--- src/sac_pkg.sv ---
// shared constants for the slot addressed i/o chain extender unit
// assumes a single 20 MHz clock domain and synchronous active-high reset
package sac_pkg;
   // ---------------------------------------------
   // word layout
   // ---------------------------------------------
   localparam int SAC_WORD_W = 16;     // programmed word width
   localparam int SAC_DATA_W = 12;     // data field width
   localparam int SAC_ADDR_W = 4;      // slot address field width
   localparam int SAC_ADDR_LSB = 12;   // address field position
   localparam int SAC_SLOTS = 15;      // card slots per unit
   localparam int SAC_UNITS = 15;      // unit select lines in the chain
   localparam int SAC_FWD_W = 14;      // select lines forwarded downstream
   localparam logic [3:0] SAC_SLOT_BASE = 4'h0; // slot 0 answers to address 0
   // ---------------------------------------------
   // timing
   // ---------------------------------------------
   localparam int SAC_CLK_NS = 50;     // clock period
   localparam int SAC_BUSY_NS = 200;   // busy time after a strobe
   localparam int SAC_BUSY_CYC = (SAC_BUSY_NS + SAC_CLK_NS - 1) / SAC_CLK_NS;
   // ---------------------------------------------
   // sequencer states
   // ---------------------------------------------
   typedef enum logic [1:0] {SAC_IDLE, SAC_BUSY} sac_state_e;
endpackage

--- src/sac_slot.sv ---
// one card slot: address gate, output latch, input storage and read gate
// assumes strobe and data arrive already synchronised to SYS_CLK
`timescale 1ns/1ps
module sac_slot
   import sac_pkg::*;
#(
   parameter logic [SAC_ADDR_W-1:0] SLOT_ADDR = SAC_SLOT_BASE,
   parameter int DW = SAC_DATA_W
) (
   input wire logic clk,
   input wire logic rst,
   input wire logic unit_sel,
   input wire logic strobe,
   input wire logic in_mode,
   input wire logic [SAC_ADDR_W-1:0] addr,
   input wire logic [DW-1:0] wdata,
   input wire logic storage_en,
   input wire logic ext_valid,
   input wire logic [DW-1:0] ext_data,
   input wire logic accept,
   output logic [DW-1:0] out_val,
   output logic [DW-1:0] rd_data,
   output logic rd_en,
   output logic held
);
   // ---------------------------------------------
   // address gate and storage
   // ---------------------------------------------
   logic hit;             // unit and slot both addressed
   logic [DW-1:0] cap;    // stored input sample
   logic [DW-1:0] next_out_val;
   logic [DW-1:0] next_cap;
   logic next_held;

   assign hit = unit_sel && (addr == SLOT_ADDR);

   // next-state for latch and capture
   always_comb begin
      next_out_val = out_val;
      next_cap = cap;
      next_held = held;
      if (strobe && hit && !in_mode) begin
         next_out_val = wdata;
      end
      // capture once, hold until the host accepts it at this address
      if (ext_valid && !held) begin
         next_cap = ext_data;
         next_held = storage_en;
      end else if (held && accept && hit && in_mode) begin
         next_held = 1'b0;
      end
   end

   // registers
   always_ff @(posedge clk) begin
      if (rst) begin
         out_val <= '0;
         cap <= '0;
         held <= 1'b0;
      end else begin
         out_val <= next_out_val;
         cap <= next_cap;
         held <= next_held;
      end
   end

   // read gate: only this card drives the shared bus when addressed in input mode
   assign rd_en = hit && in_mode;
   assign rd_data = (storage_en && held) ? cap : ext_data;
endmodule

--- src/sac_unit.sv ---
// What this block does
// - 16-bit word: 12 data, 4 slot address
// - output card holds value until readdressed
// - input cards decode same four slot bits
// - input data driven only when addressed, input mode
// - fixed unique slot address, unit and slot
// - storage option keeps input until accepted
// - input mode puts card data upstream
// - steer data by input-mode control
// - busy/ready flag returned upstream
// - use first select, forward remaining fourteen shifted
// - unit select partial, next word completes
// - up to fifteen extenders, 225 channels
// - unit selection held until changed upstream
// - bits 12-15 fan out as address
//
// extender unit top: chain connector in, chain connector out, 15 slots
// assumes all chain inputs are asynchronous and are synchronised here
`timescale 1ns/1ps
module sac_unit
   import sac_pkg::*;
#(
   parameter int NSLOT = SAC_SLOTS,
   parameter int DW = SAC_DATA_W
) (
   input wire logic SYS_CLK,
   input wire logic SYS_RST,
   input wire logic [SAC_WORD_W-1:0] UP_WORD,
   input wire logic [SAC_UNITS-1:0] UP_UNIT_SEL,
   input wire logic UP_IN_MODE,
   input wire logic UP_STROBE,
   input wire logic UP_ACCEPT,
   output logic [SAC_WORD_W-1:0] UP_RET_WORD,
   output logic UP_RET_FLAG,
   output logic [SAC_WORD_W-1:0] DN_WORD,
   output logic [SAC_UNITS-1:0] DN_UNIT_SEL,
   output logic DN_IN_MODE,
   output logic DN_STROBE,
   output logic DN_ACCEPT,
   input wire logic [SAC_WORD_W-1:0] DN_RET_WORD,
   input wire logic DN_RET_FLAG,
   input wire logic [NSLOT-1:0] CARD_STORAGE_EN,
   input wire logic [NSLOT-1:0] CARD_EXT_VALID,
   input wire logic [NSLOT*DW-1:0] CARD_EXT_DATA,
   output logic [NSLOT*DW-1:0] CARD_OUT
);
   // ---------------------------------------------
   // pin synchronisers: three stages, change when 2 and 3 agree
   // ---------------------------------------------
   localparam int CW = SAC_WORD_W + SAC_UNITS + 4;        // chain word and control bits
   localparam int SW = CW + SAC_WORD_W + NSLOT * (DW + 2); // plus return word and card pins
   logic [SW-1:0] s1, s2, s3, q;   // s1 read only by s2
   logic [SW-1:0] next_q;
   logic [SW-1:0] pin_bus;

   // card pins and the downstream return are far-side levels too, so they share the filter
   assign pin_bus = {CARD_EXT_DATA, CARD_EXT_VALID, CARD_STORAGE_EN, DN_RET_WORD,
      UP_WORD, UP_UNIT_SEL, UP_IN_MODE, UP_STROBE, UP_ACCEPT, DN_RET_FLAG};

   // filtered value follows only a stable pair
   always_comb begin
      next_q = q;
      for (int i = 0; i < SW; i++) begin
         if (s2[i] == s3[i]) begin
            next_q[i] = s3[i];
         end
      end
   end

   always_ff @(posedge SYS_CLK) begin
      if (SYS_RST) begin
         s1 <= '0;
         s2 <= '0;
         s3 <= '0;
         q <= '0;
      end else begin
         s1 <= pin_bus;
         s2 <= s1;
         s3 <= s2;
         q <= next_q;
      end
   end

   // ---------------------------------------------
   // decoded chain signals
   // ---------------------------------------------
   logic [SAC_WORD_W-1:0] word;      // buffered programmed word
   logic [SAC_UNITS-1:0] usel;       // buffered unit select lines
   logic in_mode;                    // input mode from master
   logic strobe_lvl, strobe_d;       // word strobe level and delay
   logic strobe;                     // one-cycle strobe pulse
   logic accept;                     // host has taken input data
   logic dn_flag;                    // downstream busy flag
   logic [SAC_ADDR_W-1:0] addr;
   logic [SAC_WORD_W-1:0] dn_ret;    // filtered downstream return word
   logic [NSLOT-1:0] card_st;        // filtered storage option straps
   logic [NSLOT-1:0] card_vld;       // filtered external data present
   logic [NSLOT*DW-1:0] card_ext;    // filtered external card data

   assign dn_ret = q[CW +: SAC_WORD_W];
   assign card_st = q[CW + SAC_WORD_W +: NSLOT];
   assign card_vld = q[CW + SAC_WORD_W + NSLOT +: NSLOT];
   assign card_ext = q[CW + SAC_WORD_W + 2 * NSLOT +: NSLOT * DW];
   assign word = q[CW-1 -: SAC_WORD_W];
   assign usel = q[4 +: SAC_UNITS];
   assign in_mode = q[3];
   assign strobe_lvl = q[2];
   assign accept = q[1];
   assign dn_flag = q[0];
   assign addr = word[SAC_ADDR_LSB +: SAC_ADDR_W];
   assign strobe = strobe_lvl && !strobe_d;

   // ---------------------------------------------
   // busy/ready sequencer
   // ---------------------------------------------
   sac_state_e state, next_state;
   logic [7:0] cnt, next_cnt;        // busy cycles left

   // start busy on a strobe seen while idle, release after the fixed time
   always_comb begin
      next_state = state;
      next_cnt = cnt;
      case (state)
         SAC_IDLE: begin
            if (strobe) begin
               next_state = SAC_BUSY;
               next_cnt = 8'(SAC_BUSY_CYC - 1);
            end
         end
         SAC_BUSY: begin
            if (cnt == 8'h00) begin
               next_state = SAC_IDLE;
            end else begin
               next_cnt = cnt - 8'h01;
            end
         end
         default: begin
            next_state = SAC_IDLE;
            next_cnt = 8'h00;
         end
      endcase
   end

   always_ff @(posedge SYS_CLK) begin
      if (SYS_RST) begin
         state <= SAC_IDLE;
         cnt <= 8'h00;
         strobe_d <= 1'b0;
      end else begin
         state <= next_state;
         cnt <= next_cnt;
         strobe_d <= strobe_lvl;
      end
   end

   // ---------------------------------------------
   // card slots, one per wired address
   // ---------------------------------------------
   logic [NSLOT*DW-1:0] rd_flat;
   logic [NSLOT-1:0] rd_en;
   logic own_sel;                    // first select line enables this unit

   // selection holds as long as the master keeps the line up
   assign own_sel = usel[0];

   generate
      for (genvar g = 0; g < NSLOT; g++) begin : g_slot
         sac_slot #(
            .SLOT_ADDR(SAC_ADDR_W'(g) + SAC_SLOT_BASE),
            .DW(DW)
         ) u_slot (
            .clk(SYS_CLK),
            .rst(SYS_RST),
            .unit_sel(own_sel),
            .strobe(strobe),
            .in_mode(in_mode),
            .addr(addr),
            .wdata(word[DW-1:0]),
            .storage_en(card_st[g]),
            .ext_valid(card_vld[g]),
            .ext_data(card_ext[g*DW +: DW]),
            .accept(accept),
            .out_val(CARD_OUT[g*DW +: DW]),
            .rd_data(rd_flat[g*DW +: DW]),
            .rd_en(rd_en[g]),
            .held()
         );
      end
   endgenerate

   // ---------------------------------------------
   // return path steering
   // ---------------------------------------------
   logic [DW-1:0] rd_mux;            // wired-or of the one enabled slot
   logic [SAC_WORD_W-1:0] next_ret;
   logic next_flag;

   // combine slot reads; unmatched address leaves zero
   always_comb begin
      rd_mux = '0;
      for (int i = 0; i < NSLOT; i++) begin
         if (rd_en[i]) begin
            rd_mux = rd_mux | rd_flat[i*DW +: DW];
         end
      end
   end

   // in input mode own card data replaces programmed data, else pass downstream return; output mode returns the programmed word
   always_comb begin
      next_ret = word;
      if (in_mode) begin
         if (own_sel) begin
            next_ret = {word[SAC_WORD_W-1 -: SAC_ADDR_W], rd_mux};
         end else begin
            next_ret = dn_ret;
         end
      end
      next_flag = (state == SAC_BUSY) || dn_flag;
   end

   always_ff @(posedge SYS_CLK) begin
      if (SYS_RST) begin
         UP_RET_WORD <= '0;
         UP_RET_FLAG <= 1'b0;
         DN_WORD <= '0;
         DN_UNIT_SEL <= '0;
         DN_IN_MODE <= 1'b0;
         DN_STROBE <= 1'b0;
         DN_ACCEPT <= 1'b0;
      end else begin
         UP_RET_WORD <= next_ret;
         UP_RET_FLAG <= next_flag;
         DN_WORD <= word;
         DN_UNIT_SEL <= {1'b0, usel[SAC_FWD_W:1]};
         DN_IN_MODE <= in_mode;
         DN_STROBE <= strobe_lvl;
         DN_ACCEPT <= accept;
      end
   end
endmodule

--- config.mk ---
export PLATFORM = sky130hd
export DESIGN_NAME = sac_unit
export DESIGN_NICKNAME = d
export VERILOG_FILES = /design/src/sac_pkg.sv /design/src/sac_slot.sv /design/src/sac_unit.sv
export SDC_FILE = /design/constraint.sdc
export NUM_CORES = 2
export LEC_CHECK = 0
export BUFFER_PORTS_ARGS = -buffer_cell sky130_fd_sc_hd__buf_2
export CAP_MARGIN = 40
export CORE_UTILIZATION = 45
export DETAILED_ROUTE_END_ITERATION = 12
export PLACE_DENSITY = 0.73
export SYNTH_ARGS = -nofsm -noshare
export SYNTH_HDL_FRONTEND = slang
export SYNTH_SLANG_ARGS = --single-unit
--- constraint.sdc ---
create_clock -name SYS_CLK -period 3.05 [get_ports SYS_CLK]
set_clock_uncertainty 0.1 [all_clocks]
set_input_delay 0.1525 -clock SYS_CLK [delete_from_list [all_inputs] [get_ports SYS_CLK]]
set_output_delay 0.1525 -clock SYS_CLK [all_outputs]
set_load 0.005 [all_outputs]
==> out/qor.yml <==
run_status:
  status: "complete, no violations"
sta:
  setup_viol_count_final: 0
  finalMaxSlewViolations: 0
  fin_crit_sh_pct: 94.8
  hold_violations: 0
  fin_crit_ns: 2.89
  fmax_mhz: 346
  tns_ns: 0
  worst_slew_pin_slew_ns: 0.950
  relSlewSlack_pct: 36.5
  setup_slack_ns: 0.159
  rsz0062_at_grt: "false"
global_routing:
  grt_max_degree: 159
  grt_pass1_wl_mm: 205
  grt_pass1_vias: 35495
  grtUsageTotal_pct: 23.8
  antenna_found_initial: 5
  overflow: 0
synthesis:
  syn-cell-area_mm2: 0.0493
  syn_avg_cell_area_um2: 9.71
  synth_cell_types: 39
  syn-instance-count: 5078
  async_flop_share_pct: 0
  synth_warnings: 0
  synth-seq-area-share_pct: 60.0
  synth_edf_count: 0
  synth_fp_nets: 5343
  ys_seq_elements: 1478
  ys.flop_type: "dfxtp_1"
pwr:
  p_leak_nw: 24.1
  clock_power_share_pct: 46.5
  ir_worst_vdd_mv: 0.513
  p_comb_share_pct: 3.0
  p_sw_mw: 8.34
  p_seq_share_pct: 50.6
  power_switching_share_pct: 21.2
  powerDensity_mw_per_mm2: 645
  p_int_mw: 31.1
finish:
  nNetsFinal: 6027
  final_cell_area_mm2: 0.0611
  syn2layout_area_growth_pct: 23.8
  drive_gt1_share_pct: 14.1
floorplanning:
  die-width_um: 333
  io_pins: 494
  initial_core_util_pct: 45.4
  die_h_um: 333
  core_mm2: 0.109
  num_rows: 121
  dieArea_mm2: 0.111
detailed_routing:
  drt.antenna.violating_nets: 0
  firstDrtPassIters: 5
  routed_wl_mm: 135
  drcViolationCount: 0
  vias_per_cell: 5.09
  num_vias: 37129
  drt_iter0_markers: 2730
  wire_per_inst_um: 18.5
worst_hold_path:
  min_path_type: "in -> reg"
critical_path:
  cp-endpoint: "UP_RET_WORD[6]$_SDFF_PP0_"
  r2r_end: "UP_RET_WORD[6]$_SDFF_PP0_"
  critical_path_class: "reg -> reg"
  reg2reg_depth: 6
  worstPathRequired_ns: 3.54
  start_kind: "flop"
  crit_path_end_kind: "flop"
  r2r_start: "g_slot[2].u_slot.held$_SDFFE_PP0P_"
  reg2reg_slack_ns: 0.16
  worst-path-max-fanout: 19
  arrival_ns: 3.38
  startpoint: "g_slot[2].u_slot.held$_SDFFE_PP0P_"
clock_tree:
  insertion_delay_ns: 0.76
  cts_tree: "yes"
  cts-root-buf: "clkbuf_16"
  clock_path_buffers: 3
  clk_pin_slew_worst_paths_ns: 0.07
  cts.sinks: 1478
  cts_setup_buffers: 0
  numCtsBuffers: 147
  htree_levels: 4
run:
  drv_cap: 0
place:
  gp_congestion: 0.950
  placed_area_mm2: 0.0531
  io_buffers: 492
  dp_slack_ns: 0.184
  dp_hpwl_mm: 93.9
-- layout make-up --
type	count	area [um2]
fill	9365	47600
sequential	1478	29600
multi-input combinational	3260	18400
timing repair buffer	872	6260
clock buffer	211	4310
tap	1414	1770
clock inverter	55	709
inverter	3	11.3
antenna	2	5.00
-- power groups by stage --
| stage | registers, mW | clock network [mW] | logic, mW |
|---|---|---|---|
| 2_1_floorplan | 20.3 | 0 | 0.566 |
| 3_5_place_dp | 20.4 | 0 | 0.864 |
| 3_3_place_gp | 20.3 | 0 | 0.852 |
| 4_1_cts | 19.9 | 18.7 | 1.16 |
| 6_report | 19.9 | 18.3 | 1.17 |
| 5_1_grt | 20.0 | 19.6 | 1.28 |
-- logic make-up after synthesis --
family | share of synthesized area, %
buf+inv | 2.71
flops | 60.0
other cells | 0.00760
compound gates | 13.1
xor+xnor | 0.0533
fa+ha+maj | 0.0507
mux | 4.01
simple gates | 20.1
-- synth_stat cells (6+ instances only) --
master / count / area [um2]
dfxtp_1: 1478 / 29600
nor2b_1: 835 / 5220
nand2_1: 703 / 2640
a21oi_1: 495 / 2480
clkbuf_1: 296 / 1110
o21ai_0: 282 / 1410
mux2i_1: 196 / 1960
nor2_1: 185 / 694
o211ai_1: 134 / 1010
and3_1: 133 / 832
a21boi_0: 132 / 991
o2111ai_1: 48 / 420
nand3_1: 38 / 190
buf_2: 22 / 110
nand2b_1: 16 / 100
nor3_1: 12 / 60.1
nor4_1: 12 / 75.1
buf_1: 11 / 41.3
a41o_1: 7 / 70.1
buf_4: 7 / 52.6
o21ai_1: 6 / 30.0
-- what timing repair did --
action / 4_1_cts / 5_1_grt
hold endpoints to repair: 351 / 0
endpoints found under the setup margin: 0 / 1
hold buffers: 291 / 0
resized for setup: 0 / 1
-- worst min path at each step --
stage / from / to / slack [ns] / depth (start not counted)
after floorplan: DN_RET_FLAG / s1[0]$_SDFF_PP0_ / 0.18 / 1
after global placement: CARD_EXT_DATA[152] / s1[233]$_SDFF_PP0_ / 0.26 / 2
after detailed placement: CARD_EXT_DATA[13] / s1[94]$_SDFF_PP0_ / 0.26 / 2
after CTS: CARD_EXT_DATA[58] / s1[139]$_SDFF_PP0_ / 0.000009 / 3
after global routing: CARD_EXT_VALID[2] / s1[68]$_SDFF_PP0_ / 0.03 / 3
final: CARD_EXT_DATA[125] / s1[206]$_SDFF_PP0_ / 0.04 / 3
-- through the flow --
step	hold slack [ns]	cells	power, mW	utilization [%]
finish	0.0370	7295	39.4	56.2
CTS	0.00000872	7293	39.8	56.2
global route	0.0288	7294	40.8	56.2
detailed placement	0.264	6736	21.2	48.9
floorplan	0.181	5078	20.8	-
global placement	0.261	6732	21.2	48.8
-- sequential cells by signal, indices dropped and copies added, names as in the netlist --
signal,cells
q,261
s1,261
s2,261
s3,261
g_slot.u_slot.cap,180
g_slot.u_slot.out_val,180
DN_WORD,16
UP_RET_WORD,16
g_slot.u_slot.held,15
DN_UNIT_SEL,14
cnt,8
DN_ACCEPT,1
DN_IN_MODE,1
DN_STROBE,1
UP_RET_FLAG,1
state,1
-- layer usage --
| metal | vias up | track usage (%) | wire, um |
|---|---|---|---|
| li1 | 18310 | - | - |
| met4 | 2 | 7.42 | 3330 |
| met5 | - | 0 | 7 |
| met3 | 195 | 3.92 | 7410 |
| met2 | 1025 | 40.8 | 65400 |
| met1 | 17597 | 30.4 | 58700 |
-- layout by cell type, fill, tap and decap left out, drive strengths merged, types with 7 or more instances in the layout --
cell type    count
a21boi         132
a21oi          495
a41o             7
and3           133
buf            581
bufinv           9
clkbuf         211
clkinv          28
clkinvlp         9
dfxtp         1478
dlygate4sd3    291
inv             12
mux2i          196
nand2          703
nand2b          16
nand3           38
nor2           185
nor2b          835
nor3            12
nor4            12
o2111ai         48
o211ai         134
o21ai          288
-- worst max-delay path, cell delays in order (launching register included) --
cell,delay [ns]
dfxtp_1,0.61
buf_4,0.24
a21boi_0,0.09
o211ai_1,0.49
o2111ai_1,0.24
nor4_1,0.74
o21ai_0,0.21
(Power assumes the default switching activity.)
